<file path="src/hw/bsto_regs.vh">
// How it works
// - Infinite burst holds sync high throughout
// - Counted burst: sync high until N cycles
// - Internal counted: sync period equals burst period
// - Gated burst gives no sync
// - External trigger source disables sync
// - Burst/sweep internal/manual: trigger out on connector
// - Internal trigger: half-duty square per start
// - Manual trigger: single pulse above 4 us
// - External source disables trigger output
// - Sync enable turns trigger output off
// - Trigger on/off plus leading/trailing edge select
// - Waveform invert never touches sync polarity
// - Sync polarity selects normal or inverse
// - Trigger enable turns sync output off
`ifndef BSTO_REGS_VH
`define BSTO_REGS_VH
`define BSTO_MODE_CONT 3'h0
`define BSTO_MODE_INF 3'h1
`define BSTO_MODE_NCYC 3'h2
`define BSTO_MODE_GATED 3'h3
`define BSTO_MODE_SWEEP 3'h4
`define BSTO_SRC_INT 2'h0
`define BSTO_SRC_EXT 2'h1
`define BSTO_SRC_MAN 2'h2
`define BSTO_CLK_NS 10
`define BSTO_PULSE_NS 5000
`define BSTO_PULSE_CYC ((`BSTO_PULSE_NS + `BSTO_CLK_NS - 1) / `BSTO_CLK_NS + 1)
`define BSTO_CNT_W 32
`endif

</file>
<file path="src/hw/bsto_sync_trig.v">
`timescale 1ns/100ps
`include "bsto_regs.vh"
module bsto_sync_trig
(
   // Clock and reset
   input wire core_clk,
   input wire nrst,
   // Configuration levels
   input wire [2:0] outMode,
   input wire [1:0] trigSource,
   input wire syncEnable,
   input wire syncNegative,
   input wire trigOutEnable,
   input wire trigTrailing,
   input wire waveInvert,
   input wire [31:0] burstCycles,
   // Waveform engine events, same clock
   input wire burstStart,
   input wire carrierCycleEnd,
   input wire burstActive,
   input wire sweepStart,
   input wire sweepActive,
   input wire [31:0] trigHalfPeriod,
   // Manual trigger button pin, asynchronous
   input wire manualPin,
   // Shared connector and status
   output reg syncOut,
   output reg syncOutEn,
   output reg trigActive,
   output reg syncActive
);
   localparam ST_IDLE = 3'b001;
   localparam ST_HIGH = 3'b010;
   localparam ST_LOW = 3'b100;

   wire manualLevel;
   reg manualPrev;
   reg [2:0] trigState;
   reg [31:0] cycleCount;
   reg ncycHigh;
   reg [31:0] trigCount;
   reg trigLevel;
   reg lastEnable;
   reg trigEnPrev;
   wire trigEnRise;
   reg syncSel;
   reg next_syncSel;
   reg rawSync;
   reg rawTrig;
   reg trigAllowed;
   reg syncAllowed;
   wire manualEdge;
   wire startEvt;

   bsto_pin_sync uManual
   (
      .core_clk(core_clk),
      .nrst(nrst),
      .pinIn(manualPin),
      .level(manualLevel)
   );

   assign manualEdge = manualLevel & ~manualPrev;
   assign trigEnRise = trigOutEnable & ~trigEnPrev;
   assign startEvt = (outMode == `BSTO_MODE_SWEEP) ? sweepStart : burstStart;

   // Last cycle of a timed phase; a zero count ends it at once
   function phaseDone;
      input [31:0] cnt;
      begin
         phaseDone = (cnt <= 32'h0000_0001);
      end
   endfunction

   function [31:0] countDown;
      input [31:0] cnt;
      begin
         countDown = cnt - 32'h0000_0001;
      end
   endfunction

   // Wraps at the top of the range; burst lengths never get near it
   function [31:0] countUp;
      input [31:0] cnt;
      begin
         countUp = cnt + 32'h0000_0001;
      end
   endfunction

   // Most recently enabled function wins the shared connector
   always @*
   begin
      next_syncSel = syncSel;
      if (syncEnable && !lastEnable)
         next_syncSel = 1'b1;
      else if (trigOutEnable && !syncEnable)
         next_syncSel = 1'b0;
      else if (syncEnable && !trigOutEnable)
         next_syncSel = 1'b1;
      else if (trigOutEnable && syncEnable && syncSel && trigEnRise)
         next_syncSel = 1'b0;
   end

   always @*
   begin
      trigAllowed = trigOutEnable && !next_syncSel &&
         trigSource != `BSTO_SRC_EXT &&
         (outMode == `BSTO_MODE_SWEEP || outMode == `BSTO_MODE_INF ||
          outMode == `BSTO_MODE_NCYC || outMode == `BSTO_MODE_GATED);
      syncAllowed = syncEnable && next_syncSel &&
         trigSource != `BSTO_SRC_EXT &&
         outMode != `BSTO_MODE_GATED;
      case (outMode)
         `BSTO_MODE_INF: rawSync = burstActive;
         `BSTO_MODE_NCYC: rawSync = ncycHigh;
         `BSTO_MODE_SWEEP: rawSync = sweepActive;
         default: rawSync = 1'b0;
      endcase
      // Trailing edge select marks the start with a falling edge
      rawTrig = trigLevel ^ trigTrailing;
   end

   // Counted burst: high from the start until N carrier cycles pass
   always @(posedge core_clk or negedge nrst)
   begin
      if (!nrst)
      begin
         cycleCount <= 32'h0000_0000;
         ncycHigh <= 1'b0;
      end
      else if (burstStart)
      begin
         cycleCount <= 32'h0000_0000;
         ncycHigh <= 1'b1;
      end
      else if (ncycHigh && carrierCycleEnd)
      begin
         cycleCount <= countUp(cycleCount);
         if (countUp(cycleCount) >= burstCycles)
            ncycHigh <= 1'b0;
      end
   end

   // Trigger generator: square per start (internal) or one pulse (manual)
   always @(posedge core_clk or negedge nrst)
   begin
      if (!nrst)
      begin
         trigState <= ST_IDLE;
         trigCount <= 32'h0000_0000;
         trigLevel <= 1'b0;
         manualPrev <= 1'b0;
      end
      else
      begin
         manualPrev <= manualLevel;
         case (trigState)
            ST_IDLE:
            begin
               trigLevel <= 1'b0;
               if (startEvt && trigSource == `BSTO_SRC_INT)
               begin
                  trigState <= ST_HIGH;
                  trigLevel <= 1'b1;
                  trigCount <= trigHalfPeriod;
               end
               else if (manualEdge && trigSource == `BSTO_SRC_MAN)
               begin
                  trigState <= ST_HIGH;
                  trigLevel <= 1'b1;
                  trigCount <= `BSTO_PULSE_CYC;
               end
            end
            ST_HIGH:
            begin
               if (phaseDone(trigCount))
               begin
                  trigLevel <= 1'b0;
                  if (trigSource == `BSTO_SRC_INT)
                  begin
                     trigState <= ST_LOW;
                     trigCount <= trigHalfPeriod;
                  end
                  else
                     trigState <= ST_IDLE;
               end
               else
                  trigCount <= countDown(trigCount);
            end
            ST_LOW:
            begin
               if (phaseDone(trigCount))
                  trigState <= ST_IDLE;
               else
                  trigCount <= countDown(trigCount);
            end
            default:
            begin
               trigState <= ST_IDLE;
               trigLevel <= 1'b0;
            end
         endcase
      end
   end

   // Connector drive; waveform invert is deliberately not used here
   always @(posedge core_clk or negedge nrst)
   begin
      if (!nrst)
      begin
         syncSel <= 1'b0;
         lastEnable <= 1'b0;
         trigEnPrev <= 1'b0;
         syncOut <= 1'b0;
         syncOutEn <= 1'b0;
         trigActive <= 1'b0;
         syncActive <= 1'b0;
      end
      else
      begin
         syncSel <= next_syncSel;
         lastEnable <= syncEnable;
         trigEnPrev <= trigOutEnable;
         trigActive <= trigAllowed;
         syncActive <= syncAllowed;
         syncOutEn <= trigAllowed | syncAllowed;
         if (syncAllowed)
            syncOut <= rawSync ^ syncNegative;
         else if (trigAllowed)
            syncOut <= rawTrig;
         else
            syncOut <= 1'b0;
      end
   end
endmodule

</file>
<file path="src/hw/bsto_pin_sync.v">
`timescale 1ns/100ps
`include "bsto_regs.vh"
module bsto_pin_sync
(
   // Clock and reset
   input wire core_clk,
   input wire nrst,
   // Asynchronous pin and clean level
   input wire pinIn,
   output reg level
);
   reg s1;
   reg s2;
   reg s3;

   // Level changes only once the second and third stages agree
   always @(posedge core_clk or negedge nrst)
   begin
      if (!nrst)
      begin
         s1 <= 1'b0;
         s2 <= 1'b0;
         s3 <= 1'b0;
         level <= 1'b0;
      end
      else
      begin
         s1 <= pinIn;
         s2 <= s1;
         s3 <= s2;
         if (s2 == s3)
            level <= s3;
      end
   end
endmodule

</file>
<file path="config.mk">
export PLATFORM = sky130hd
export DESIGN_NAME = bsto_sync_trig
export DESIGN_NICKNAME = d
export VERILOG_FILES = /design/src/hw/bsto_sync_trig.v /design/src/hw/bsto_pin_sync.v
export VERILOG_INCLUDE_DIRS = /design/src /design/src/hw
export SDC_FILE = /design/constraint.sdc
export NUM_CORES = 1
export LEC_CHECK = 0
export BUFFER_PORTS_ARGS = -buffer_cell sky130_fd_sc_hd__buf_2
export CAP_MARGIN = 20
export CORE_ASPECT_RATIO = 1.25
export CORE_MARGIN = 1
export CORE_UTILIZATION = 50
export CTS_CLUSTER_SIZE = 12
export DETAILED_ROUTE_END_ITERATION = 7
export PLACE_DENSITY = 0.82
export SLEW_MARGIN = 10
export SYNTH_ARGS = -nofsm -noshare
export SYNTH_HDL_FRONTEND = slang
export SYNTH_HIERARCHICAL = 1
export SYNTH_SLANG_ARGS = --single-unit
</file>
<file path="constraint.sdc">
create_clock -name core_clk -period 3.8 [get_ports core_clk]
set_clock_uncertainty 0.15 [all_clocks]
set_input_delay 0.38 -clock core_clk [delete_from_list [all_inputs] [get_ports core_clk]]
set_output_delay 0.38 -clock core_clk [all_outputs]
set_load 0.05 [all_outputs]
</file>
==> flow_summary.json, run 1 <==
{
  "grt_pass1_vias": 4952,
  "worstMarginPinSlew_ns": 1.036,
  "worstPathMaxFanout": 6,
  "rr_worst_depth": 13,
  "syn-instance-count": 628,
  "drive_above_1_share_pct": 17.62,
  "grt_max_degree": 82,
  "io_buffers": 84,
  "synthToLayoutAreaGrowth_pct": 16.94,
  "wl_per_cell_um": 15.19,
  "hold_violations": 0,
  "status": "completed",
  "fin_crit_ns": 3.369,
  "startpoint_type": "flip-flop",
  "synthArstFlopShare_pct": 100.0,
  "ys_seq_elements": 81,
  "synth_edf_count": 0,
  "vias_per_cell": 5.878,
  "powerDensity_nw_per_um2": 384.1,
  "hp-start": "trigOutEnable",
  "clock-sinks": 81,
  "cts_max_path_buffers": 2,
  "gr-usage-all-layers_pct": 23.54,
  "drtIter0Drc": 287,
  "ys_seq_area_share_pct": 36.87,
  "holdCritPathClass": "in2reg",
  "syn-mean-instance-area_sq_um": 8.760,
  "yosysWarnings": 6,
  "finalSetupViolCount": 0,
  "firstDrtPassIters": 4,
  "arrival_ns": 3.48,
  "root_buffer": "clkbuf_16",
  "wl_um": 12870,
  "post-route-util_pct": 60.31,
  "layout_common_cells": "buf_2, dfrtp_1, nor2_1",
  "overflow": 0,
  "grt_pass1_wl_um": 21300,
  "worst-endpoint-required_ns": 3.91,
  "route.detailed.drc": 0,
  "rrSetupSlack_ns": 0.43,
  "dieArea_sq_um": 11430,
  "cts_resized": 0,
  "r2r_end": "ncycHigh$_DFFE_PN0P_",
  "die_h_um": 119.3,
  "rsz0062_at_grt": "false",
  "row_count": 42,
  "tns_ns": 0,
  "rr_startpoint": "cycleCount[0]$_DFFE_PN0P_",
  "n_antenna_cell": 0,
  "critPathKind": "reg2reg",
  "cts_buffers": 9,
  "total_leakage_power_uw": 0.003021,
  "final_common_cell": "buf_2",
  "maxSlewHeadroom_pct": 30.92,
  "slew_viol_final": 0,
  "peakVddDrop_uv": 241.0,
  "ant_nets": 0,
  "final_area_sq_um": 6434,
  "synth_flop_cell": "dfrtp_1",
  "dr_total_vias": 4979,
  "cts_tree": "built",
  "fin_crit_sh_pct": 88.66,
  "dpl-instance-area_sq_um": 6041,
  "htreeDepth": 3,
  "syn_area_sq_um": 5502,
  "cap_violations": 0,
  "final_nets": 827,
  "hold_end": "trigEnPrev$_DFF_PN0_",
  "die_x_um": 95.82,
  "core_sq_um": 10670,
  "gp_congestion": 0.8989,
  "pin_count": 86,
  "cp-end-kind": "flip-flop",
  "fmax_mhz": 296.8,
  "post_cts_buffers": 0,
  "yosysUniqueCellTypes": 59,
  "start_util_pct": 51.57,
  "dp_hpwl_um": 9242,
  "antenna_found_initial": 0,
  "synth_nets": 745,
  "clkLatencyLatePin_ns": 0.33,
  "clk_pin_slew_worst_paths_ns": 0.06,
  "cts_hold_buf": 1,
  "holdPathStages": 1
}
critical path, cell delays in order (launching register included):
cell and delay, ns:
dfrtp_1 0.42, ha_1 0.23, nand3_1 0.20, nor4_1 0.33
buf_4 0.20, nand3_1 0.14, or2_2 0.36, xnor2_1 0.13
ha_1 0.29, nor2b_1 0.14, o21ai_0 0.17, a211oi_1 0.11
a211o_1 0.28, a21oi_1 0.15
worst max path at each step:
stage          cells after the start                    to                  startpoint
3_5_place_dp                      13  ncycHigh$_DFFE_PN0P_   cycleCount[0]$_DFFE_PN0P_
2_1_floorplan                     12  ncycHigh$_DFFE_PN0P_   cycleCount[0]$_DFFE_PN0P_
4_1_cts                           13  ncycHigh$_DFFE_PN0P_   cycleCount[0]$_DFFE_PN0P_
5_1_grt                           12  ncycHigh$_DFFE_PN0P_  cycleCount[13]$_DFFE_PN0P_
6_report                          13  ncycHigh$_DFFE_PN0P_   cycleCount[0]$_DFFE_PN0P_
3_3_place_gp                      12  ncycHigh$_DFFE_PN0P_  cycleCount[13]$_DFFE_PN0P_
power by group:
| part | total [uW] | leakage, uW | internal [uW] | switching (uW) |
|---|---|---|---|---|
| registers | 1050 | 0.00107 | 946 | 102 |
| logic | 470 | 0.00179 | 204 | 266 |
| clock network | 954 | 0.000163 | 613 | 341 |
| total | 2470 | 0.00302 | 1760 | 708 |
cells in the mapped netlist, types with 2 or more instances:
cell	number	area share (%)
mux2i_1	2	0.36
a21o_1	10	1.4
a221oi_1	2	0.32
o221ai_1	2	0.32
nand3_1	15	1.4
o22ai_1	2	0.23
o21ai_0	41	3.7
nor2b_1	4	0.45
nand4_1	9	1.0
nor2_1	61	4.2
nand2b_1	5	0.57
a211o_1	2	0.32
a31oi_1	3	0.34
nand3b_1	3	0.41
nand2_1	34	2.3
inv_1	47	3.2
buf_6	2	0.41
or4_4	3	0.61
xnor2_1	31	4.9
o2bb2ai_1	3	0.48
and2_1	2	0.23
xor2_1	21	3.3
nor3b_1	8	1.1
nor4_1	23	2.6
a211oi_1	3	0.41
or4_1	4	0.55
o21a_1	5	0.68
o31ai_1	3	0.41
ha_1	35	8.0
dfrtp_1	80	36
a21oi_1	24	2.2
o211ai_1	3	0.41
nor3_1	37	3.4
or2_2	10	1.1
or3_1	16	1.8
a221o_1	23	4.2
a2111oi_0	3	0.48
clkbuf_1	22	1.5
o211a_1	2	0.36
and4_1	4	0.64
flip-flops by register name, indices dropped and copies added (netlist names):
register       count
trigLevel          1
syncOut            1
syncSel            1
uManual/s3         1
trigActive         1
uManual/level      1
syncActive         1
trigState          3
manualPrev         1
trigCount         32
uManual/s2         1
cycleCount        32
trigEnPrev         1
ncycHigh           1
lastEnable         1
uManual/s1         1
syncOutEn          1
kinds of logic (layout without fill, tap and decap cells):
family | after synthesis | count (layout) | share of synthesized area [%]
DFF | 81 | 81 | 36.87
buffers and inverters | 72 | 159 | 5.185
adders and majority gates | 36 | 36 | 8.165
xor gates and xnor gates | 52 | 52 | 8.278
and+or+nand+nor | 244 | 244 | 23.24
muxes | 2 | 2 | 0.3639
AOI/OAI and AO/OA | 141 | 141 | 17.90
per-stage QoR:
| step | cells | setup WS, ns | power, uW | hold WS (ns) |
|---|---|---|---|---|
| after floorplan | 628 | 0.3866 | 1341 | -0.06559 |
| after global placement | 827 | 0.5178 | 1493 | 0.1841 |
| after detailed placement | 827 | 0.4729 | 1518 | 0.1847 |
| after CTS | 844 | 0.4420 | 2485 | 0.02596 |
| after global routing | 847 | 0.2039 | 2595 | 0.02569 |
| final | 847 | 0.4308 | 2471 | 0.03783 |
layout make-up:
class | count | area [sq um]
Sequential cell | 81 | 2028
Tap cell | 132 | 165.2
Clock inverter | 4 | 73.82
Multi-Input combinational cell | 475 | 3188
Clock buffer | 12 | 256.5
Fill cell | 899 | 4234
Inverter | 47 | 176.4
Timing Repair Buffer | 96 | 545.5
routing by layer:
layer / share of wire [%] / track usage (%)
met1: 41 / 26.89
met2: 52 / 42.50
met3: 5.4 / 4.598
met4: 1.7 / 8.489
met5: 0 / 0
Note: power is estimated with default switching activity, not from simulation.
==> inputs of run 2 (changes only) <==
--- a/config.mk
+++ b/config.mk
@@ -13,7 +13,9 @@
 export CORE_UTILIZATION = 50
 export CTS_CLUSTER_SIZE = 12
 export DETAILED_ROUTE_END_ITERATION = 7
+export GPL_ROUTABILITY_DRIVEN = 0
 export PLACE_DENSITY = 0.82
+export REMOVE_ABC_BUFFERS = 1
 export SLEW_MARGIN = 10
 export SYNTH_ARGS = -nofsm -noshare
 export SYNTH_HDL_FRONTEND = slang
==> constraint.sdc (replaced) <==
create_clock -name core_clk -period 3.8 [get_ports core_clk]
set_clock_uncertainty 0.15 [all_clocks]
set_input_delay 0.76 -clock core_clk [delete_from_list [all_inputs] [get_ports core_clk]]
set_output_delay 0.76 -clock core_clk [all_outputs]
set_load 0.05 [all_outputs]
==> run 2 against run 1 <==
Sequential cell count stayed put. Critical path type unchanged. Largest power group unchanged. Highest routed layer unchanged. Largest cell class unchanged. Maximum frequency down 1.5%. Critical endpoint unchanged. Non-clock buffer count shrank 2. Via count up 2.3%.
==> flow_summary.json, run 2 (synthesis gave the netlist of run 1 again) <==
{
  "hold_ws_ns": 0.1751,
  "htreeDepth": 3,
  "die_x_um": 95.82,
  "vias_per_cell": 6.031,
  "fin_crit_sh_pct": 90.01,
  "worstMarginPinSlew_ns": 0.9355,
  "overflow": 0,
  "multi_input_area_sq_um": 3188,
  "hold_violations": 0,
  "drive_above_1_share_pct": 17.67,
  "worstPathMaxFanout": 11,
  "cap_violations": 0,
  "arrival_ns": 3.53,
  "io_buffers": 84,
  "worst-endpoint-required_ns": 3.91,
  "wl_um": 13090,
  "fin_crit_ns": 3.420,
  "root_buffer": "clkbuf_16",
  "cts_hold_buf": 0,
  "gr-usage-all-layers_pct": 23.89,
  "cts_tree": "built",
  "antenna_found_initial": 0,
  "die_h_um": 119.3,
  "powerDensity_nw_per_um2": 392.6,
  "firstDrtPassIters": 5,
  "dr_total_vias": 5096,
  "peakVddDrop_uv": 370.9,
  "pin_count": 86,
  "final_nets": 825,
  "wl_per_cell_um": 15.49,
  "final_common_cell": "buf_2",
  "ant_nets": 0,
  "status": "completed",
  "fillers": 899,
  "grt_pass1_vias": 5020,
  "cts_max_path_buffers": 2,
  "fmax_mhz": 292.4,
  "clkLatencyLatePin_ns": 0.33,
  "seq_area_sq_um": 2028,
  "core_sq_um": 10670,
  "slew_viol_final": 0,
  "critPathKind": "reg2reg",
  "total_power_uw": 2529,
  "row_count": 42,
  "layout_common_cells": "buf_2, dfrtp_1, nor2_1",
  "cts_buffers": 9,
  "drtIter0Drc": 272,
  "clk_pin_slew_worst_paths_ns": 0.06,
  "startpoint_type": "flip-flop",
  "start_util_pct": 51.57,
  "n_antenna_cell": 0,
  "reg_top3": "cycleCount: 32 flops, trigCount: 32 flops, trigState: 3 flops",
  "route.detailed.drc": 0,
  "cp-end-kind": "flip-flop",
  "finalSetupViolCount": 0,
  "total_leakage_power_uw": 0.003021,
  "dieArea_sq_um": 11430,
  "clock-sinks": 81,
  "rsz0062_at_grt": "false",
  "post_cts_buffers": 0,
  "grt_pass1_wl_um": 21780,
  "synthToLayoutAreaGrowth_pct": 17.08,
  "cts_resized": 0,
  "dp_hpwl_um": 9453,
  "maxSlewHeadroom_pct": 37.63,
  "grt_max_degree": 82,
  "holdCritPathClass": "in2async"
}
## run 2: cell count changes in the layout (fill, tap and decap cells not counted), sizes merged
cell	previous run	this run
bufinv	2	3
dlygate4sd3	2	0
clkbuf	12	11
inv	48	47
clkinvlp	0	1
## run 2: worst paths after layout
path                       slack, ns  depth (start not counted)                        end                        from
setup / recovery                0.38                         11       ncycHigh$_DFFE_PN0P_  cycleCount[13]$_DFFE_PN0P_
hold / removal                  0.18                          1  cycleCount[0]$_DFFE_PN0P_                        nrst
setup reg to reg                0.38                         11       ncycHigh$_DFFE_PN0P_  cycleCount[13]$_DFFE_PN0P_
hold reg to reg                 0.21                          0       uManual/s2$_DFF_PN0_        uManual/s1$_DFF_PN0_
max in group asynchronous       2.73                          2       uManual/s1$_DFF_PN0_                        nrst
min in group core_clk           0.21                          0       uManual/s2$_DFF_PN0_        uManual/s1$_DFF_PN0_
## run 2: per-layer routing
metal / global-route usage [%] / wire, um
met5: 0 / 0
met4: 8.582 / 262
met3: 4.406 / 821
met2: 42.46 / 6736
met1: 28.12 / 5273
## run 2: area by class of cell
cell class,instances,area share [%]
Multi-Input combinational cell,475,49.49
Sequential cell,81,31.49
Timing Repair Buffer,94,8.353
Clock buffer,11,3.768
Inverter,47,2.739
Tap cell,132,2.564
Clock inverter,5,1.593
## run 2: report_power, final
| part | leakage, uW | total (uW) | switching, uW | internal (uW) |
|---|---|---|---|---|
| sequential | 0.00107 | 1050 | 104 | 946 |
| combinational | 0.00179 | 478 | 273 | 205 |
| clock | 0.000166 | 1000 | 342 | 659 |
## run 2: stage by stage
stage	setup TNS, ns	setup WS [ns]	instances	cell area, sq um	utilization, %
floorplan	-5.647	-0.2655	603	5393	-
global placement	0	0.5176	827	6041	56.63
detailed placement	0	0.3640	827	6041	56.63
CTS	0	0.3536	843	6386	59.86
global route	0	0.06722	845	6441	60.38
finish	0	0.3796	845	6441	60.38
## run 2: worst max-delay path, stage by stage, from the launching register on
cell and delay [ns]:
dfrtp_1 0.44, nand4_1 0.20, or2_2 0.39, or4_1 0.69
nand2b_1 0.24, xnor2_1 0.13, ha_1 0.21, a2111oi_0 0.39
o21ai_0 0.14, o21ai_0 0.13, o22ai_1 0.11, a21oi_1 0.13
